`config.mk`:
```
export PLATFORM = sky130hd
export DESIGN_NAME = flp_lock_protect
export DESIGN_NICKNAME = d
export VERILOG_FILES = /design/src/verilog/flp_pkg.sv /design/src/verilog/flp_lock_protect.sv
export SDC_FILE = /design/constraint.sdc
export NUM_CORES = 1
export LEC_CHECK = 0
export ABC_AREA = 1
export BUFFER_PORTS_ARGS = -buffer_cell sky130_fd_sc_hd__clkbuf_2
export CAP_MARGIN = 15
export CORE_MARGIN = 3
export CORE_UTILIZATION = 50
export CTS_BUF_LIST = sky130_fd_sc_hd__clkbuf_4
export CTS_CLUSTER_DIAMETER = 30
export CTS_CLUSTER_SIZE = 14
export DETAILED_ROUTE_END_ITERATION = 7
export GPL_TIMING_DRIVEN = 0
export PLACE_DENSITY = 0.72
export RECOVER_POWER = 25
export SKIP_CTS_REPAIR_TIMING = 1
export SLEW_MARGIN = 20
export SYNTH_ARGS = -nofsm -noshare
export SYNTH_HDL_FRONTEND = slang
export SYNTH_SLANG_ARGS = --single-unit
```
`constraint.sdc`:
```
create_clock -name hclk -period 3.3 [get_ports hclk]
set_input_delay 0.33 -clock hclk [delete_from_list [all_inputs] [get_ports hclk]]
set_output_delay 0.33 -clock hclk [all_outputs]
set_load 0.01 [all_outputs]
```
`src/verilog/flp_pkg.sv`:
```
/*
  Package for the flash lock-bit protection block: register offsets, bit
  positions, command bytes, boot-mode codes, timing and the bus carrier.
  Assumes a 10 MHz system clock and an AHB-Lite master with 32-bit data.
*/
package flp_pkg;

  // Register byte offsets
  localparam logic [7:0] OFS_ENTRY = 8'h00;
  localparam logic [7:0] OFS_PROTECT = 8'h04;
  localparam logic [7:0] OFS_CONFIG = 8'h08;
  localparam logic [7:0] OFS_STATUS1 = 8'h0c;
  localparam logic [7:0] OFS_IRQ_STAT = 8'h10;
  localparam logic [7:0] OFS_IRQ_MASK = 8'h14;
  localparam logic [7:0] OFS_LOCKBITS = 8'h18;

  // Address windows, upper twelve bits
  localparam logic [11:0] WIN_REGS = 12'h400;
  localparam logic [11:0] WIN_READ = 12'h000;
  localparam logic [11:0] WIN_USER_PE = 12'h808;
  localparam logic [11:0] WIN_BOOT_PE = 12'h809;

  // Config register fields
  localparam int CFG_RTS = 0;
  localparam int CFG_SUSP_PRIO = 1;

  // Status register one fields
  localparam int ST_LOCK_COPY = 0;
  localparam int ST_LOCKED = 1;
  localparam int ST_ILLEGAL = 2;
  localparam int ST_PE_ERR = 3;
  localparam int ST_BUSY = 4;
  localparam int ST_SUSPENDED = 5;
  localparam int ST_LOCK_READ = 6;
  localparam int ST_WAIT_CONF = 7;
  localparam int ST_BOOT_ERASING = 8;

  // Interrupt status bits
  localparam int IRQ_ILLEGAL = 0;
  localparam int IRQ_PE_ERR = 1;
  localparam int IRQ_DONE = 2;
  localparam int IRQ_W = 3;

  // Command bytes
  localparam logic [7:0] CMD_LOCK_READ = 8'h71;
  localparam logic [7:0] CMD_CONFIRM = 8'hd0;
  localparam logic [7:0] CMD_PROGRAM = 8'he8;
  localparam logic [7:0] CMD_ERASE = 8'h20;
  localparam logic [7:0] CMD_SUSPEND = 8'hb0;
  localparam logic [7:0] CMD_STATUS_CLR = 8'h50;
  localparam logic [7:0] CMD_READ_MODE = 8'hff;

  // Boot-mode pin codes
  localparam logic [2:0] BM_USER_PROG = 3'h0;
  localparam logic [2:0] BM_USER_BOOT = 3'h1;
  localparam logic [2:0] BM_SERIAL_BOOT = 3'h2;
  localparam logic [2:0] BM_USB_BOOT = 3'h3;
  localparam logic [2:0] BM_PROGRAMMER = 3'h4;

  // Timing
  localparam int CLK_PERIOD_NS = 100;
  localparam int PE_TIME_NS = 2000;
  localparam int BOOT_ERASE_TIME_NS = 10000;
  localparam int PE_CYCLES = (PE_TIME_NS + CLK_PERIOD_NS - 1) / CLK_PERIOD_NS;
  localparam int BOOT_ERASE_CYCLES = (BOOT_ERASE_TIME_NS + CLK_PERIOD_NS - 1) / CLK_PERIOD_NS;
  localparam int CNT_W = 8;

  // Reset values
  localparam logic [31:0] LOCKBITS_RESET = 32'hffff_ffff;

  typedef enum logic [2:0] {
    ST_READY_S,
    ST_LOCKREAD_S,
    ST_WAITCONF_S,
    ST_BUSY_S,
    ST_SUSPEND_S
  } flp_state_type;

  typedef struct packed {
    logic valid;
    logic write;
    logic [31:0] addr;
  } flp_phase_type;

endpackage

```
`src/verilog/flp_lock_protect.sv`:
```
/*
  Flash command unit protection logic: lock-bit reads, entry protection,
  lock-bit protection with cancel bit, boot-area rules and command lock.
  Assumes a single AHB-Lite master, hclk at 10 MHz and boot_mode pins
  that are stable around reset release.
*/
`timescale 1ns/1ns

// How it works
// - Byte 71h as first command cycle with read-target select 0 enters lock-bit read mode.
// - In lock-bit read mode a read of a user-area program/erase address returns that block's lock bit on every data bit.
// - Byte 71h with read-target select 1 waits for a second cycle of D0h, which software must send.
// - The D0h cycle after that copies the addressed block's lock bit into the lock status copy bit.
// - Suspend works in a suspension-priority mode or an erasure-priority mode chosen by a config bit.
// - Program or erase against software protection is an error and locks the command unit.
// - With the entry enable bit 0 the array is read-only and takes no commands.
// - A command in read-only mode raises an illegal-command error and locks the command unit.
// - Each user-area block has a lock bit, and with cancel 0 a block whose lock bit is 0 is not changed.
// - A command that breaks lock-bit protection raises a program/erase error and locks the command unit.
// - The user boot area is changed only in serial boot, USB boot or programmer mode.
// - In serial or USB boot mode all areas are erased right after start-up, then commands are allowed.
module flp_lock_protect #(
  parameter int NUM_BLOCKS = 16
) (
  input wire logic hclk,
  input wire logic hresetn,
  input wire logic hsel,
  input wire logic [31:0] haddr,
  input wire logic [1:0] htrans,
  input wire logic hwrite,
  input wire logic [31:0] hwdata,
  input wire logic hready,
  input wire logic [2:0] boot_mode,
  output logic hreadyout,
  output logic hresp,
  output logic [31:0] hrdata,
  output logic irq
);

  localparam int BLK_W = $clog2(NUM_BLOCKS);

  flp_pkg::flp_phase_type dp;
  flp_pkg::flp_state_type state;
  logic pe_entry_enable;
  logic lock_protect_cancel;
  logic read_target_select;
  logic suspend_priority;
  logic [NUM_BLOCKS-1:0] lock_bits;
  logic [flp_pkg::IRQ_W-1:0] irq_stat;
  logic [flp_pkg::IRQ_W-1:0] irq_mask;
  logic lock_status_copy;
  logic cmd_locked;
  logic illegal_err;
  logic pe_err;
  logic suspend_pending;
  logic [flp_pkg::CNT_W-1:0] op_cnt;
  logic [2:0] boot_mode_q;
  logic boot_captured;
  logic boot_erasing;
  logic [flp_pkg::CNT_W-1:0] boot_cnt;

  //////////////////////////////////////////////////////////////////////////////
  // Decode of the data phase

  logic reg_we;
  logic cmd_we;
  logic [7:0] cmd_byte;
  logic [7:0] reg_ofs;
  logic [BLK_W-1:0] cmd_blk;
  logic cmd_boot_area;
  logic boot_ok;
  logic cmd_blk_lock;
  logic ev_illegal;
  logic ev_pe_err;
  logic ev_done;
  logic [31:0] next_hrdata;
  logic [BLK_W-1:0] rd_blk;

  assign reg_we = dp.valid && dp.write && dp.addr[31:20] == flp_pkg::WIN_REGS;
  assign cmd_we = dp.valid && dp.write &&
                  (dp.addr[31:20] == flp_pkg::WIN_USER_PE || dp.addr[31:20] == flp_pkg::WIN_BOOT_PE);
  assign cmd_byte = hwdata[7:0];
  assign reg_ofs = dp.addr[7:0];
  assign cmd_blk = dp.addr[19 -: BLK_W];
  assign cmd_boot_area = dp.addr[31:20] == flp_pkg::WIN_BOOT_PE;
  assign cmd_blk_lock = lock_bits[cmd_blk];
  assign rd_blk = haddr[19 -: BLK_W];
  assign boot_ok = boot_mode_q == flp_pkg::BM_SERIAL_BOOT || boot_mode_q == flp_pkg::BM_USB_BOOT ||
                   boot_mode_q == flp_pkg::BM_PROGRAMMER;

  //////////////////////////////////////////////////////////////////////////////
  // Bus slave

  always_ff @(posedge hclk or negedge hresetn)
  begin
    if (!hresetn)
    begin
      dp <= '0;
      hreadyout <= 1'b1;
      hresp <= 1'b0;
    end
    else
    begin
      dp.valid <= hsel && hready && htrans[1];
      dp.write <= hwrite;
      dp.addr <= haddr;
      hreadyout <= 1'b1;
      hresp <= 1'b0;
    end
  end

  always_comb
  begin
    next_hrdata = 32'h0000_0000;
    if (haddr[31:20] == flp_pkg::WIN_REGS)
    begin
      unique case (haddr[7:0])
        flp_pkg::OFS_ENTRY: next_hrdata[0] = pe_entry_enable;
        flp_pkg::OFS_PROTECT: next_hrdata[0] = lock_protect_cancel;
        flp_pkg::OFS_CONFIG:
        begin
          next_hrdata[flp_pkg::CFG_RTS] = read_target_select;
          next_hrdata[flp_pkg::CFG_SUSP_PRIO] = suspend_priority;
        end
        flp_pkg::OFS_STATUS1:
        begin
          next_hrdata[flp_pkg::ST_LOCK_COPY] = lock_status_copy;
          next_hrdata[flp_pkg::ST_LOCKED] = cmd_locked;
          next_hrdata[flp_pkg::ST_ILLEGAL] = illegal_err;
          next_hrdata[flp_pkg::ST_PE_ERR] = pe_err;
          next_hrdata[flp_pkg::ST_BUSY] = state == flp_pkg::ST_BUSY_S;
          next_hrdata[flp_pkg::ST_SUSPENDED] = state == flp_pkg::ST_SUSPEND_S;
          next_hrdata[flp_pkg::ST_LOCK_READ] = state == flp_pkg::ST_LOCKREAD_S;
          next_hrdata[flp_pkg::ST_WAIT_CONF] = state == flp_pkg::ST_WAITCONF_S;
          next_hrdata[flp_pkg::ST_BOOT_ERASING] = boot_erasing;
        end
        flp_pkg::OFS_IRQ_STAT: next_hrdata[flp_pkg::IRQ_W-1:0] = irq_stat;
        flp_pkg::OFS_IRQ_MASK: next_hrdata[flp_pkg::IRQ_W-1:0] = irq_mask;
        flp_pkg::OFS_LOCKBITS: next_hrdata[NUM_BLOCKS-1:0] = lock_bits;
        default: next_hrdata = 32'h0000_0000;
      endcase
    end
    else if (haddr[31:20] == flp_pkg::WIN_USER_PE && state == flp_pkg::ST_LOCKREAD_S)
      next_hrdata = {32{lock_bits[rd_blk]}};
  end

  always_ff @(posedge hclk or negedge hresetn)
  begin
    if (!hresetn)
      hrdata <= 32'h0000_0000;
    else if (hsel && hready && htrans[1] && !hwrite)
      hrdata <= next_hrdata;
  end

  //////////////////////////////////////////////////////////////////////////////
  // Software registers

  always_ff @(posedge hclk or negedge hresetn)
  begin
    if (!hresetn)
    begin
      pe_entry_enable <= 1'b0;
      lock_protect_cancel <= 1'b0;
      read_target_select <= 1'b0;
      suspend_priority <= 1'b0;
      irq_mask <= '0;
    end
    else if (reg_we)
    begin
      unique case (reg_ofs)
        flp_pkg::OFS_ENTRY: pe_entry_enable <= hwdata[0];
        flp_pkg::OFS_PROTECT: lock_protect_cancel <= hwdata[0];
        flp_pkg::OFS_CONFIG:
        begin
          read_target_select <= hwdata[flp_pkg::CFG_RTS];
          suspend_priority <= hwdata[flp_pkg::CFG_SUSP_PRIO];
        end
        flp_pkg::OFS_IRQ_MASK: irq_mask <= hwdata[flp_pkg::IRQ_W-1:0];
        default: ;
      endcase
    end
  end

  // Lock bits: software writable, set by the start-up erase
  always_ff @(posedge hclk or negedge hresetn)
  begin
    if (!hresetn)
      lock_bits <= flp_pkg::LOCKBITS_RESET[NUM_BLOCKS-1:0];
    else if (boot_erasing && boot_cnt == 8'h01)
      lock_bits <= '1;
    else if (reg_we && reg_ofs == flp_pkg::OFS_LOCKBITS)
      lock_bits <= hwdata[NUM_BLOCKS-1:0];
  end

  //////////////////////////////////////////////////////////////////////////////
  // Boot mode capture and start-up erase

  always_ff @(posedge hclk or negedge hresetn)
  begin
    if (!hresetn)
    begin
      boot_mode_q <= flp_pkg::BM_USER_PROG;
      boot_captured <= 1'b0;
      boot_erasing <= 1'b0;
      boot_cnt <= '0;
    end
    else if (!boot_captured)
    begin
      boot_mode_q <= boot_mode;
      boot_captured <= 1'b1;
      boot_erasing <= boot_mode == flp_pkg::BM_SERIAL_BOOT || boot_mode == flp_pkg::BM_USB_BOOT;
      boot_cnt <= flp_pkg::CNT_W'(flp_pkg::BOOT_ERASE_CYCLES);
    end
    else if (boot_erasing)
    begin
      boot_cnt <= boot_cnt - 8'h01;
      boot_erasing <= boot_cnt != 8'h01;
    end
  end

  //////////////////////////////////////////////////////////////////////////////
  // Command engine

  always_comb
  begin
    ev_illegal = 1'b0;
    ev_pe_err = 1'b0;
    if (cmd_we)
    begin
      if (!pe_entry_enable || boot_erasing)
        ev_illegal = 1'b1;
      else if (!cmd_locked)
      begin
        unique case (state)
          flp_pkg::ST_WAITCONF_S: ev_illegal = cmd_byte != flp_pkg::CMD_CONFIRM;
          flp_pkg::ST_BUSY_S: ev_illegal = cmd_byte != flp_pkg::CMD_SUSPEND;
          flp_pkg::ST_SUSPEND_S: ev_illegal = cmd_byte != flp_pkg::CMD_CONFIRM;
          flp_pkg::ST_READY_S, flp_pkg::ST_LOCKREAD_S:
          begin
            if (cmd_byte == flp_pkg::CMD_PROGRAM || cmd_byte == flp_pkg::CMD_ERASE)
              ev_pe_err = cmd_boot_area ? !boot_ok : (!cmd_blk_lock && !lock_protect_cancel);
            else
              ev_illegal = !(cmd_byte == flp_pkg::CMD_LOCK_READ || cmd_byte == flp_pkg::CMD_READ_MODE ||
                             cmd_byte == flp_pkg::CMD_STATUS_CLR);
          end
        endcase
      end
    end
  end

  // Completion only on a cycle the state machine counts, never under a command write
  assign ev_done = state == flp_pkg::ST_BUSY_S && op_cnt == 8'h01 && !suspend_pending && !cmd_we;

  always_ff @(posedge hclk or negedge hresetn)
  begin
    if (!hresetn)
    begin
      state <= flp_pkg::ST_READY_S;
      op_cnt <= '0;
      suspend_pending <= 1'b0;
      lock_status_copy <= 1'b0;
      cmd_locked <= 1'b0;
      illegal_err <= 1'b0;
      pe_err <= 1'b0;
    end
    else if (ev_illegal || ev_pe_err)
    begin
      cmd_locked <= 1'b1;
      illegal_err <= illegal_err | ev_illegal;
      pe_err <= pe_err | ev_pe_err;
      if (state == flp_pkg::ST_WAITCONF_S)
        state <= flp_pkg::ST_READY_S;
    end
    else if (cmd_we && cmd_locked)
    begin
      if (cmd_byte == flp_pkg::CMD_STATUS_CLR)
      begin
        cmd_locked <= 1'b0;
        illegal_err <= 1'b0;
        pe_err <= 1'b0;
      end
    end
    else if (cmd_we)
    begin
      unique case (state)
        flp_pkg::ST_WAITCONF_S:
        begin
          lock_status_copy <= cmd_blk_lock;
          state <= flp_pkg::ST_READY_S;
        end
        flp_pkg::ST_BUSY_S:
        begin
          if (suspend_priority)
            state <= flp_pkg::ST_SUSPEND_S;
          else
            suspend_pending <= 1'b1;
        end
        flp_pkg::ST_SUSPEND_S: state <= flp_pkg::ST_BUSY_S;
        flp_pkg::ST_READY_S, flp_pkg::ST_LOCKREAD_S:
        begin
          if (cmd_byte == flp_pkg::CMD_LOCK_READ)
            state <= read_target_select ? flp_pkg::ST_WAITCONF_S : flp_pkg::ST_LOCKREAD_S;
          else if (cmd_byte == flp_pkg::CMD_READ_MODE)
            state <= flp_pkg::ST_READY_S;
          else if (cmd_byte == flp_pkg::CMD_STATUS_CLR)
          begin
            illegal_err <= 1'b0;
            pe_err <= 1'b0;
          end
          else
          begin
            state <= flp_pkg::ST_BUSY_S;
            op_cnt <= flp_pkg::CNT_W'(flp_pkg::PE_CYCLES);
          end
        end
      endcase
    end
    else if (state == flp_pkg::ST_BUSY_S)
    begin
      if (suspend_pending && op_cnt <= flp_pkg::CNT_W'(flp_pkg::PE_CYCLES / 2))
      begin
        state <= flp_pkg::ST_SUSPEND_S;
        suspend_pending <= 1'b0;
      end
      else if (ev_done)
        state <= flp_pkg::ST_READY_S;
      else
        op_cnt <= op_cnt - 8'h01;
    end
  end

  //////////////////////////////////////////////////////////////////////////////
  // Interrupts

  logic [flp_pkg::IRQ_W-1:0] irq_events;
  assign irq_events = {ev_done, ev_pe_err, ev_illegal};

  always_ff @(posedge hclk or negedge hresetn)
  begin
    if (!hresetn)
    begin
      irq_stat <= '0;
      irq <= 1'b0;
    end
    else
    begin
      if (reg_we && reg_ofs == flp_pkg::OFS_IRQ_STAT)
        irq_stat <= (irq_stat & ~hwdata[flp_pkg::IRQ_W-1:0]) | irq_events;
      else
        irq_stat <= irq_stat | irq_events;
      irq <= |(irq_stat & irq_mask);
    end
  end

  //////////////////////////////////////////////////////////////////////////////
  // Checks

  property p_lock_read_entry;
    @(posedge hclk) disable iff (!hresetn)
    cmd_we && pe_entry_enable && !cmd_locked && !boot_erasing && state == flp_pkg::ST_READY_S &&
    cmd_byte == flp_pkg::CMD_LOCK_READ && !read_target_select |=> state == flp_pkg::ST_LOCKREAD_S;
  endproperty
  a_lock_read_entry: assert property (p_lock_read_entry) else $error("lock read mode not entered");

  property p_lock_read_data;
    @(posedge hclk) disable iff (!hresetn)
    hsel && hready && htrans[1] && !hwrite && haddr[31:20] == flp_pkg::WIN_USER_PE &&
    state == flp_pkg::ST_LOCKREAD_S |=> hrdata == {32{$past(lock_bits[rd_blk])}};
  endproperty
  a_lock_read_data: assert property (p_lock_read_data) else $error("lock bit read data wrong");

  property p_wait_confirm;
    @(posedge hclk) disable iff (!hresetn)
    cmd_we && pe_entry_enable && !cmd_locked && !boot_erasing && state == flp_pkg::ST_READY_S &&
    cmd_byte == flp_pkg::CMD_LOCK_READ && read_target_select |=> state == flp_pkg::ST_WAITCONF_S;
  endproperty
  a_wait_confirm: assert property (p_wait_confirm) else $error("no wait for confirm cycle");

  property p_lock_copy;
    @(posedge hclk) disable iff (!hresetn)
    cmd_we && state == flp_pkg::ST_WAITCONF_S && !ev_illegal && !cmd_locked
      |=> lock_status_copy == $past(cmd_blk_lock) && state == flp_pkg::ST_READY_S;
  endproperty
  a_lock_copy: assert property (p_lock_copy) else $error("lock status not copied");

  property p_suspend_prio;
    @(posedge hclk) disable iff (!hresetn)
    cmd_we && state == flp_pkg::ST_BUSY_S && !ev_illegal && !cmd_locked && suspend_priority
      |=> state == flp_pkg::ST_SUSPEND_S;
  endproperty
  a_suspend_prio: assert property (p_suspend_prio) else $error("suspend not immediate");

  property p_readonly;
    @(posedge hclk) disable iff (!hresetn)
    cmd_we && !pe_entry_enable |=> cmd_locked && illegal_err && state != flp_pkg::ST_BUSY_S ##1 irq_stat[0];
  endproperty
  a_readonly: assert property (p_readonly) else $error("read-only command accepted");

  property p_lock_protect;
    @(posedge hclk) disable iff (!hresetn)
    ev_pe_err |=> cmd_locked && pe_err && $stable(op_cnt);
  endproperty
  a_lock_protect: assert property (p_lock_protect) else $error("protection error not locked");

  property p_block_refused;
    @(posedge hclk) disable iff (!hresetn)
    cmd_we && state == flp_pkg::ST_READY_S && !cmd_boot_area && !cmd_blk_lock && !lock_protect_cancel &&
    (cmd_byte == flp_pkg::CMD_PROGRAM || cmd_byte == flp_pkg::CMD_ERASE) |=> state != flp_pkg::ST_BUSY_S;
  endproperty
  a_block_refused: assert property (p_block_refused) else $error("locked block changed");

  property p_boot_area;
    @(posedge hclk) disable iff (!hresetn)
    cmd_we && pe_entry_enable && !cmd_locked && !boot_erasing && cmd_boot_area && !boot_ok &&
    state == flp_pkg::ST_READY_S && cmd_byte == flp_pkg::CMD_ERASE |=> pe_err && state == flp_pkg::ST_READY_S;
  endproperty
  a_boot_area: assert property (p_boot_area) else $error("boot area changed in wrong mode");

  property p_stay_locked;
    @(posedge hclk) disable iff (!hresetn)
    cmd_locked && !(cmd_we && pe_entry_enable && cmd_byte == flp_pkg::CMD_STATUS_CLR)
      |=> cmd_locked && state != flp_pkg::ST_BUSY_S || $past(state) == flp_pkg::ST_BUSY_S;
  endproperty
  a_stay_locked: assert property (p_stay_locked) else $error("lock released without clear");

endmodule

```
---- Word-level counts from Yosys, hierarchy flattened ----
Index checks and enable logic that the tools add are counted.
storage, ports and cells
  bits in registers ....................... 122
  input port bits ......................... 74
  output and inout port bits .............. 35
  logic and storage cells ................. 216
operators by class
  add/subtract/negate cells ............... 2
  order comparisons ....................... 3
  eq/ne operators ......................... 49
  multiplexer cells ....................... 72
  bitwise gates (word level) .............. 9
  reduce and logical (&&, ||, !) cells .... 58
operators by type and width
  kind                    number
  $mux W8                 10
  $mux W32                2
  $eq A8 B5 Y1 const B    6
  $eq A12 B12 Y1 const B  3
  $mux W1                 36
  $mux W3                 12
  $mux W16                2
  $eq A12 B11 Y1 const B  2
  $eq A8 B4 Y1 const B    3
  $eq A3 B2 Y1 const B    6
  $eq A8 B1 Y1 const B    2
  $eq A8 B3 Y1 const B    2
  $eq A8 B7 Y1 const B    2
  $eq A8 B8 Y1 const B    2
  $logic_and A1 B1 Y1     16
  $logic_not A8 Y1        2
  $ne A8 B8 Y1 const B    2
  $sub A8 B1 Y8 const B   2
  $ne A2 B2 Y1 const B    7
  $pmux W3 S4             1
  $pmux W6 S2             1
  $lt A4 B5 Y1 const B    2
  $reduce_and A2 Y1       5
  $reduce_bool A2 Y1      5
  other kinds (32)        60

---- Logic depth before layout (Yosys ltp) ----
Gate-level depths: netlist of run 1.
  depth after elaboration ................. 13
  depth in mapped cells ................... 14
  mapped depth without buffers ............ 14

---- Least setup slack after synthesis of run 1 ----
Ideal clock, no wire load.
  path kind ............................... register -> register
  start point ............................. register lock_bits[1]
  end point ............................... register op_cnt[6] (netlist bit)
  setup time .............................. 0.118 ns
  arrival ................................. 1.509 ns
  required time ........................... 3.182 ns
  slack ................................... 1.673 ns
  cell stages (with the launch flop) ...... 14
  path buffers ............................ 1
  period minus slack after synthesis ...... 1.627 ns
  cell sequence ........................... dfstp_2 inv_1 nand2_1 nand3_1 nand3_1 nand3_1 nand3_1 nand2_1 nand2_2 and2_4 nand2_4 buf_8 nand2_2 o21ai_2
between the ends
  longest elaborated chain between the ends .. 13
RTL lines
  item                                RTL line                 RTL
  start, declared                     flp_lock_protect.sv:48   logic [NUM_BLOCKS-1:0] lock_bits;
  start signal, assigned              flp_lock_protect.sv:188  lock_bits <= flp_pkg::LOCKBITS_RESET[NUM_BLOCKS-1:0];
  start signal, assigned              flp_lock_protect.sv:192  lock_bits <= hwdata[NUM_BLOCKS-1:0];
  $bmux W1 S4                         flp_lock_protect.sv:86   assign cmd_blk_lock = lock_bits[cmd_blk];
  $mux W1 (implied by the code)       flp_lock_protect.sv:86
  $logic_not A1 Y1                    flp_lock_protect.sv:241  ev_pe_err = cmd_boot_area ? !boot_ok : (!cmd_blk_lock && !lock_protect_cancel);
  $logic_and A1 B1 Y1                 flp_lock_protect.sv:241
  $mux W1                             flp_lock_protect.sv:241
  $mux W1                             flp_lock_protect.sv:240  if (cmd_byte == flp_pkg::CMD_PROGRAM || cmd_byte == flp_pkg::CMD_ERASE)
  $mux W1                             flp_lock_protect.sv:234  unique case (state)
  $mux W1                             flp_lock_protect.sv:232  else if (!cmd_locked)
  $mux W1                             flp_lock_protect.sv:230  if (!pe_entry_enable || boot_erasing)
  $mux W1                             flp_lock_protect.sv:228  if (cmd_we)
  $logic_or A1 B1 Y1                  flp_lock_protect.sv:266  else if (ev_illegal || ev_pe_err)
  $not A1 Y1 (no source line)         n/a
  $reduce_and A9 Y1 (no source line)  n/a
  end signal, assigned                flp_lock_protect.sv:313  op_cnt <= flp_pkg::CNT_W'(flp_pkg::PE_CYCLES);
  end signal, assigned                flp_lock_protect.sv:328  op_cnt <= op_cnt - 8'h01;
  end, declared                       flp_lock_protect.sv:56   logic [flp_pkg::CNT_W-1:0] op_cnt;
Every way passes these cells. The select of a mux whose other input is x is not followed.
A chain may end at the register's enable or synchronous reset.

---- Worst setup path after layout of run 1 ----
  start point ............................. input port haddr[27]
  end point ............................... register hrdata[3]
between the ends
  longest elaborated chain between the ends .. 4
  elaborated cells between the ends (all ways) .. 5
  classes of those cells .................. 2 x eq/ne; 2 x mux; 1 x reduce/logical
RTL lines
  item                  RTL line                 RTL
  start, declared       flp_lock_protect.sv:28   input wire logic [31:0] haddr,
  $eq A12 B12 Y1        flp_lock_protect.sv:143  else if (haddr[31:20] == flp_pkg::WIN_USER_PE && state == flp_pkg::ST_LOCKREAD_S)
  $logic_and A1 B1 Y1   flp_lock_protect.sv:143
  $mux W32              flp_lock_protect.sv:143
  $mux W32 (*)          flp_lock_protect.sv:115  if (haddr[31:20] == flp_pkg::WIN_REGS)
  end signal, assigned  flp_lock_protect.sv:152  hrdata <= next_hrdata;
  end, declared         flp_lock_protect.sv:36   output logic [31:0] hrdata,
Every way passes the cells marked *; elsewhere a longest branch is shown, timed or not.

==> impl_metrics.json, run 1 <==
{
  "ys_types": 45,
  "async_flop_share_pct": 100,
  "min_path_type": "in2reg",
  "drt-wirelength-per-cell_um": 14.6,
  "dp.final_hpwl_um": 10700,
  "syn_to_final_growth_pct": 17.7,
  "core-area_sq_mm": 0.0105,
  "postSynthCellCount": 708,
  "rows": 37,
  "grt_pass1_wl_um": 23000,
  "critPathCapture": "hrdata[3]$_DFFE_PN0P_",
  "fp.dieArea_sq_mm": 0.0122,
  "ys_seq_area_share_pct": 45.6,
  "synth_edf_count": 0,
  "synthFlopType": "dfrtp_1",
  "cts_tree": "yes",
  "whs_ns": 0.0387,
  "layout.cells.most_common": "nand2_1",
  "slew_violations": 35,
  "finalCriticalPeriod_ns": 2.21,
  "clock_skew_ns": 0.0251,
  "first_pass_iters": 5,
  "max_freq_ghz": 0.452,
  "drive_gt1_share_pct": 19.2,
  "end_kind": "flop",
  "fill_cells": 980,
  "multi_input_area_sq_mm": 0.00242,
  "relSlewSlack_pct": -30.3,
  "startpoint": "haddr[27]",
  "via_count": 5132,
  "io_buffer_count": 81,
  "violations": "capacitance limit, slew limit",
  "finalSetupViolCount": 0,
  "finalPower_mw": 2.20,
  "initial_core_util_pct": 52.1,
  "setup_ws_ns": 1.09,
  "layout_common_cells": "nand2_1 (148), inv_1 (91), dfrtp_1 (83)",
  "crit_type": "in2reg",
  "synth-seq-cells": 99,
  "pre_cts_ws_ns": 1.17,
  "overflow": 0,
  "grt_pass1_vias": 4788,
  "arrival_ns": 2.65,
  "ant_nets": 0,
  "path_clk_slew_ns": 0.17,
  "cap_violations": 1,
  "drt_iter0_drc": 400,
  "cp-start-kind": "input pin",
  "synth_top_cell_by_area": "dfrtp_1",
  "gp_congestion": 0.927,
  "syn_area_sq_mm": 0.00548,
  "cts_htree_levels": 3,
  "synth_top_area_share_pct": 37.9,
  "layout.nets": 907,
  "irDropWorstVdd_mv": 0.265,
  "cts_buffer_depth": 2,
  "die_h_um": 111,
  "regArea_sq_mm": 0.00250,
  "pin_count": 109,
  "rr_endpoint": "lock_bits[12]$_DFFE_PN1P_",
  "antenna_found_initial": 1,
  "p_leak_nw": 3.27,
  "crit_path_max_fanout": 9,
  "avgSynthCellArea_sq_um": 7.74,
  "power_per_cell_area_mw_per_mm2": 342,
  "post_drt_via_cell_ratio": 5.29,
  "cts_root_buf": "clkbuf_4",
  "numCtsBuffers": 9,
  "grt_setup_unrepaired": "no",
  "reg2reg_slack_ns": 1.18,
  "hold_violations": 0,
  "finalSetupTns_ns": 0,
  "insertion_delay_ns": 0.50,
  "worst_slew_pin_slew_ns": 1.95,
  "worst-endpoint-required_ns": 3.73,
  "routed_wl_um": 14100,
  "period_share_pct": 67.1,
  "grt_max_degree": 66,
  "rr_startpoint": "dp[21]$_DFF_PN0_",
  "drc": 0,
  "ff2ff_path_depth": 8,
  "final_util_pct": 61.3,
  "status": "finished, violations left",
  "dieWidth_um": 111,
  "ys_warn_count": 0,
  "cts_sinks": 99,
  "track_usage_pct": 23.1,
  "synthTopCellsByArea": "dfrtp_1 (38%), nand2_1 (10%), dfstp_2 (7.7%)"
}
[cell usage after synthesis (all sizes together), types with 3 or more instances]
library cell,number
ha,5
inv,97
o22ai,5
dfrtp,83
a31oi,7
nor3,18
nor4,4
nand4,13
nand2,157
o211ai,3
nand3,76
a21oi,28
o21ai,76
nor2,75
dfstp,16
buf,22
clkbuf,7
[layout make-up]
| class | count | share of cell area [%] |
|---|---|---|
| timing repair buffer | 108 | 10.3 |
| clock inverter | 6 | 0.777 |
| tap | 136 | 2.64 |
| antenna | 1 | 0.0388 |
| clock buffer | 10 | 1.17 |
| sequential | 99 | 38.8 |
| inverter | 98 | 5.75 |
| buffer | 29 | 3.03 |
| multi-input combinational | 483 | 37.5 |
[how the worst min path moves through the flow]
stage                             from                          to  slack (ns)  cells after the start
2_1_floorplan                  hresetn     boot_captured$_DFF_PN0_        0.03                      0
3_3_place_gp   boot_cnt[7]$_DFFE_PN0P_     boot_cnt[7]$_DFFE_PN0P_        0.45                      1
3_5_place_dp                   hresetn       op_cnt[4]$_DFFE_PN0P_        0.26                      1
4_1_cts                        hresetn       op_cnt[4]$_DFFE_PN0P_       -0.30                      1
5_1_grt                   boot_mode[1]  boot_mode_q[1]$_DFFE_PN0N_        0.03                      3
6_report                  boot_mode[1]  boot_mode_q[1]$_DFFE_PN0N_        0.04                      3
[critical path, cell delays in order]
cell           delay (ns)
dlygate4sd3_1        0.54
clkbuf_1             0.11
nor2_1               0.18
nand2_1              0.10
nor3_2               0.58
inv_1                0.22
nor2_1               0.31
a21oi_1              0.14
a21oi_1              0.14
[layer usage]
layer	GRT usage, %	part of all wire, %	vias up
li1	-	-	2541
met1	31.2	45	2391
met2	35.8	46	172
met3	6.11	6.3	28
met4	8.70	2.7	0
met5	0	0	-
[power by group]
group	internal [mW]	switching, mW	leakage [nW]
clock network	0.174	0.439	0.0693
registers	1.27	0.0361	1.16
logic	0.113	0.167	2.04
total	1.56	0.642	3.27
[cell families after synthesis]
group	share of synthesized area (%)
and+or+nand+nor	29.7
buffers and inverters	10.3
AOI/OAI and AO/OA	12.8
DFF	45.6
adders and majority gates	1.14
xor gates and xnor gates	0.320
other	0.137
[sequential cells by signal (all words and copies together) (netlist names)]
register	flops
irq_mask	3
illegal_err	1
op_cnt	8
dp	22
cmd_locked	1
irq	1
boot_cnt	8
suspend_pending	1
cmd_blk	4
hrdata	17
lock_status_copy	1
pe_err	1
pe_entry_enable	1
lock_protect_cancel	1
state	3
boot_erasing	1
boot_mode_q	3
suspend_priority	1
read_target_select	1
irq_stat	3
boot_captured	1
lock_bits	16
[through the flow]
step / instance area [sq um] / instances
floorplan: 5480 / 709
global placement: 6060 / 926
detailed placement: 6090 / 927
CTS: 6220 / 943
global route: 6440 / 970
finish: 6440 / 970
Note: power is estimated with default switching activity, not from simulation.
==> inputs of run 2 (changes only) <==
Settings changed: ABC_AREA 1 to 0.
Clock period 3.3 ns to 2.1 ns, I/O delays scaled along.
==> run 2 against run 1 <==
Worst hold slack got worse by 0.0065 ns. Largest cell class unchanged. Core utilization rose by 5.1 points. Highest routed layer unchanged. Power rose by 73%. Clock power rose by 68%. Critical path depth fell by 2. First-iteration DRC count fell by 37%. Routed wire length fell by 13%. Clock-buffer cell count fell by 1. The run ends with setup timing left. Cell count fell by 23%.
==> impl_metrics.json, run 2 <==
{
  "p_leak_nw": 2.85,
  "p_comb_share_pct": 17.0,
  "relSlewSlack_pct": 36.3,
  "pin_count": 109,
  "cts_sinks": 99,
  "irDropWorstVdd_mv": 0.413,
  "avgSynthCellArea_sq_um": 10.5,
  "min_path_type": "in2reg",
  "worst-endpoint-required_ns": 2.45,
  "gp_congestion": 0.927,
  "switchingPower_mw": 1.09,
  "post_drt_via_cell_ratio": 5.63,
  "crit_buf_inv": 0,
  "critPathTopFamily": "multiplexers",
  "core-area_sq_mm": 0.00946,
  "io_buffer_count": 81,
  "syn_to_final_growth_pct": 25.6,
  "die_h_um": 106,
  "finalPower_mw": 3.80,
  "reg2reg_slack_ns": -0.63,
  "internal_power_mw": 2.71,
  "regMostFlops": "dp",
  "drc": 0,
  "cp-start-kind": "flop",
  "ys_warn_count": 0,
  "grt_setup_unrepaired": "yes",
  "finalSetupViolCount": 26,
  "power_per_cell_area_mw_per_mm2": 605,
  "ys_top_cells_by_count": "dfrtp_1 (83), nand2_1 (71), o21ai_1 (26), nor2_1 (22), mux2i_1 (20)",
  "numCtsBuffers": 9,
  "drive_gt1_share_pct": 27.4,
  "layout.cells.most_common": "dfrtp_1",
  "cts_buffer_depth": 2,
  "slew_violations": 0,
  "crit_type": "reg2reg",
  "final_util_pct": 66.4,
  "cap_violations": 0,
  "antenna_found_initial": 0,
  "grt_pass1_wl_um": 19000,
  "dp.final_hpwl_um": 8910,
  "worstPathCellList": "mux4_2 -> a22o_1 -> or3_1 -> a2111o_1 -> and2_4 -> nand2_4 -> mux2_4",
  "finalSetupTns_ns": -9.20,
  "fp.dieArea_sq_mm": 0.0112,
  "worst_slew_pin_slew_ns": 0.956,
  "fill_cells": 762,
  "ys_types": 64,
  "arrival_ns": 3.08,
  "rows": 35,
  "finalCriticalPeriod_ns": 2.73,
  "postSynthCellCount": 478,
  "drt_iter0_drc": 254,
  "largest_reg_flops": 22,
  "grt_max_degree": 64,
  "syn_area_sq_mm": 0.00500,
  "first_pass_iters": 5,
  "status": "finished, violations left",
  "ant_nets": 0,
  "top_regs": "dp x22, hrdata x17, lock_bits x16",
  "routed_wl_um": 12400,
  "period_share_pct": 130,
  "slowest_delay_ns": 0.51,
  "cts_root_buf": "clkbuf_4",
  "insertion_delay_ns": 0.44,
  "fin_cells": 750,
  "hold_violations": 0,
  "slowest_stage": "mux4_2",
  "layout.nets": 695,
  "cts_htree_levels": 3,
  "ys_seq_area_share_pct": 49.9,
  "initial_core_util_pct": 52.9,
  "antenna_cells": 0,
  "grt_pass1_vias": 3816,
  "placed_cells": 690,
  "synth_top_area_share_pct": 41.5,
  "synthTopCellsByArea": "dfrtp_1 (42%), dfstp_2 (8.4%), nand2_1 (5.3%)",
  "swShare_pct": 28.8,
  "synth-seq-cells": 99,
  "track_usage_pct": 21.1,
  "pwr-share-clk_pct": 27.0,
  "layout_common_cells": "dfrtp_1 (82), nand2_1 (68), clkbuf_2 (67)",
  "seqPwrFrac_pct": 55.9,
  "yosysMostFrequentCell": "dfrtp_1",
  "overflow": 0,
  "end_kind": "flop",
  "max_freq_ghz": 0.366,
  "drt-wirelength-per-cell_um": 16.5,
  "synth_edf_count": 0,
  "async_flop_share_pct": 100,
  "synth_top_cell_by_area": "dfrtp_1",
  "violations": "setup timing",
  "setup_ws_ns": -0.629,
  "synthFlopType": "dfrtp_1",
  "path_clk_slew_ns": 0.15,
  "cts_tree": "yes",
  "dieWidth_um": 106,
  "via_count": 4219,
  "clock_skew_ns": 0.00996,
  "crit_path_max_fanout": 7
}
run 2: changes by cell type after synthesis, moves of 10 or more:
cell      before  now
inv_1         91   14
nand2_1      148   71
nand3_1       72    6
o21ai_0       66    9
nor2_1        69   22
o21ai_1        2   26
mux2i_1        0   20
a21oi_1       28   16
clkbuf_1       7   17
run 2: worst register-to-register path: cells and delay by family (launching register included):
kind,cells,cell delay [ns]
DFF,1,0.46
muxes,2,0.80
AOI/OAI and AO/OA,2,0.73
and+or+nand+nor,3,0.64
run 2: cell families (layout without fill, tap and decap cells):
kind of cell | Yosys count | count (layout) | synth area share (%)
flops | 99 | 99 | 49.9
other cells | 2 | 3 | 0.150
fa+ha+maj | 5 | 5 | 1.25
mux | 36 | 36 | 9.85
compound gates | 102 | 102 | 14.0
simple gates | 178 | 178 | 18.5
xor+xnor | 7 | 7 | 1.23
buf+inv | 49 | 191 | 5.10
run 2: through the flow:
stage / area [sq um] / hold WS (ns) / setup slack (ns)
6_report: 6280 / 0.0321 / -0.629
5_1_grt: 6280 / 0.0148 / -0.724
4_1_cts: 5760 / -0.365 / -0.725
3_5_place_dp: 5620 / 0.144 / -0.701
3_3_place_gp: 5580 / 0.327 / -0.719
2_1_floorplan: 5020 / -0.0856 / -0.499
run 2: layer usage:
metal	global-route usage [%]	routed length, um	vias to the layer above
met5	0	0	-
met4	6.20	251	0
met3	3.34	809	24
met2	35.2	6000	172
met1	28.8	5290	2033
li1	-	-	1990
run 2: final cells by class:
| class | instances | area, sq um | share of cell area (%) |
|---|---|---|---|
| multi-input combinational | 331 | 2380 | 37.8 |
| clock buffer | 9 | 67.6 | 1.08 |
| tap | 129 | 161 | 2.57 |
| inverter | 14 | 52.6 | 0.836 |
| buffer | 33 | 200 | 3.19 |
| sequential | 99 | 2500 | 39.8 |
| clock inverter | 7 | 77.6 | 1.23 |
| timing repair buffer | 128 | 848 | 13.5 |
run 2: worst paths after layout:
path,from,depth (start not counted),end
setup / recovery,cmd_blk[0]$_DFF_PN0_,7,state[0]$_DFFE_PN0P_
hold / removal,hready,2,dp[33]$_DFF_PN0_
setup reg to reg,cmd_blk[0]$_DFF_PN0_,7,state[0]$_DFFE_PN0P_
hold reg to reg,hrdata[13]$_DFFE_PN0P_,2,hrdata[13]$_DFFE_PN0P_
max in group asynchronous,hresetn,3,lock_bits[3]$_DFFE_PN1P_
min in group asynchronous,hresetn,2,op_cnt[5]$_DFFE_PN0P_
run 2: power groups by stage:
stage / registers (mW) / clock network (mW) / logic [mW]
global placement: 2.15 / 0 / 0.529
global route: 2.15 / 1.14 / 0.726
CTS: 2.12 / 1.06 / 0.569
detailed placement: 2.16 / 0 / 0.567
finish: 2.13 / 1.03 / 0.647
floorplan: 2.13 / 0 / 0.373
==> inputs of run 3 (changes only) <==
Settings changed: ABC_AREA 0 to 1, CORE_UTILIZATION 50 to 35, PLACE_DENSITY 0.72 to 0.53.
==> run 3 against run 2 <==
The run ends with hold timing, capacitance limit, slew limit left. Sequential share of layout area fell by 2.8 points. Clock-buffer cell count did not move. Die area rose by 53%. Design area rose by 7.4%. Cell count rose by 41%. Global-route usage fell by 3.7 points. Routed wire length rose by 21%. Non-clock buffer count fell by 12.
==> impl_metrics.json, run 3 (synthesis results as in run 1) <==
{
  "power_per_cell_area_mw_per_mm2": 549,
  "drc": 0,
  "regMostFlops": "dp",
  "largest_reg_flops": 22,
  "crit_type": "in2reg",
  "cts_htree_levels": 3,
  "rows": 45,
  "dp.final_hpwl_um": 11400,
  "clock_skew_ns": 0.0196,
  "cts_tree": "yes",
  "pwr-share-clk_pct": 32.0,
  "status": "finished, violations left",
  "via_count": 5082,
  "core-area_sq_mm": 0.0153,
  "dieWidth_um": 131,
  "drive_gt1_share_pct": 20.1,
  "swShare_pct": 27.6,
  "rr_startpoint": "dp[27]$_DFF_PN0_",
  "max_freq_ghz": 0.514,
  "reg2reg_slack_ns": 0.16,
  "whs_ns": -0.00801,
  "syn_to_final_growth_pct": 23.2,
  "drt-wirelength-per-cell_um": 14.1,
  "grt_max_degree": 68,
  "gp_congestion": 0.882,
  "layout.nets": 919,
  "grt_pass1_wl_um": 23100,
  "io_buffer_count": 81,
  "rr_endpoint": "op_cnt[6]$_DFFE_PN0P_",
  "path_clk_slew_ns": 0.16,
  "post_drt_via_cell_ratio": 4.80,
  "p_leak_nw": 3.37,
  "pre_cts_ws_ns": -0.0169,
  "switchingPower_mw": 1.02,
  "placed_cells": 1002,
  "layout_common_cells": "nand2_1 (148), inv_1 (90), dfrtp_1 (83)",
  "p_comb_share_pct": 12.5,
  "crit_path_max_fanout": 10,
  "finalCriticalPeriod_ns": 1.95,
  "finalSetupTns_ns": 0,
  "initial_core_util_pct": 35.9,
  "ff2ff_path_depth": 11,
  "grt_pass1_vias": 4511,
  "pin_count": 109,
  "seqPwrFrac_pct": 55.4,
  "antenna_found_initial": 2,
  "fin_cells": 1058,
  "worst-endpoint-required_ns": 2.53,
  "finalSetupViolCount": 0,
  "routed_wl_um": 14900,
  "track_usage_pct": 17.4,
  "die_h_um": 131,
  "ant_nets": 0,
  "top_regs": "dp x22, hrdata x17, lock_bits x16",
  "min_path_type": "in2reg",
  "slew_violations": 33,
  "cts_root_buf": "clkbuf_4",
  "irDropWorstVdd_mv": 0.465,
  "end_kind": "flop",
  "cts_sinks": 99,
  "cp-start-kind": "input pin",
  "violations": "hold timing, capacitance limit, slew limit",
  "cts_buffer_depth": 2,
  "worst_slew_pin_slew_ns": 1.60,
  "internal_power_mw": 2.69,
  "hold_violations": 1,
  "period_share_pct": 92.7,
  "fp.dieArea_sq_mm": 0.0172,
  "arrival_ns": 2.37,
  "drt_iter0_drc": 277,
  "overflow": 0,
  "setup_ws_ns": 0.153,
  "holdPathStages": 3,
  "relSlewSlack_pct": -6.50,
  "first_pass_iters": 5,
  "cap_violations": 1,
  "min_from": "hwdata[13]",
  "layout.cells.most_common": "nand2_1",
  "finalPower_mw": 3.71,
  "min_to": "lock_bits[13]$_DFFE_PN1P_",
  "numCtsBuffers": 9,
  "insertion_delay_ns": 0.49
}
[run 3: cell count changes in the layout (fill, tap and decap cells not counted), moves of 8 or more]
| cell | change |
|---|---|
| a21oi_1 | +13 |
| buf_4 | -8 |
| inv_1 | +76 |
| mux2i_1 | -20 |
| mux4_2 | -9 |
| nand2_1 | +80 |
| nand3_1 | +67 |
| nand4_1 | +8 |
| nor2_1 | +46 |
| nor3_2 | +8 |
| o21ai_0 | +57 |
| o21ai_1 | -24 |
| o21ai_2 | +8 |
[run 3: critical path, stage by stage]
cell and delay, ns:
dlygate4sd3_1 0.53, clkbuf_1 0.13, nor4_4 0.62, inv_1 0.30, nor2_1 0.19, inv_1 0.07
a21oi_1 0.13, o31ai_1 0.10, nand3_1 0.08
[run 3: area by class of cell]
class | instances | area, sq um
antenna | 2 | 5.00
buffer | 29 | 203
clock buffer | 9 | 67.6
clock inverter | 7 | 100
fill | 1535 | 8510
inverter | 98 | 370
multi-input combinational | 483 | 2450
sequential | 99 | 2500
tap | 211 | 264
timing repair buffer | 120 | 796
[run 3: per-layer routing]
metal  track usage [%]  vias to the layer above  share of wire, %
li1                  -                     2566                 -
met1              24.3                     2375                47
met2              26.9                      122                46
met3              4.05                       19               5.3
met4              5.44                        0               1.6
met5                 0                        -                 0
[run 3: worst max path at each step]
| stage | start | endpoint | slack, ns | cells after the start |
|---|---|---|---|---|
| 3_5_place_dp | dp[25]$_DFF_PN0_ | lock_bits[14]$_DFFE_PN1P_ | -0.02 | 8 |
| 3_3_place_gp | hresetn | hrdata[0]$_DFFE_PN0P_ | -0.52 | 1 |
| 5_1_grt | dp[29]$_DFF_PN0_ | state[1]$_DFFE_PN0P_ | -0.0009 | 12 |
| 6_report | hwrite | hrdata[0]$_DFFE_PN0P_ | 0.15 | 9 |
| 4_1_cts | dp[27]$_DFF_PN0_ | lock_bits[14]$_DFFE_PN1P_ | -0.08 | 8 |
| 2_1_floorplan | lock_bits[1]$_DFFE_PN1P_ | op_cnt[6]$_DFFE_PN0P_ | 0.47 | 13 |
[run 3: stage by stage]
stage / instance area, sq um / util, %
final: 6750 / 44.2
after global routing: 6750 / 44.2
after CTS: 6350 / 41.6
after detailed placement: 6190 / 40.5
after global placement: 6150 / 40.3
after floorplan: 5480 / -
[run 3: power by group through the flow]
| stage | logic, mW | clock network, mW | registers [mW] |
|---|---|---|---|
| 3_5_place_dp | 0.417 | 0 | 2.09 |
| 2_1_floorplan | 0.181 | 0 | 2.10 |
| 5_1_grt | 0.526 | 1.32 | 2.07 |
| 3_3_place_gp | 0.402 | 0 | 2.09 |
| 4_1_cts | 0.418 | 1.24 | 2.06 |
| 6_report | 0.465 | 1.19 | 2.05 |
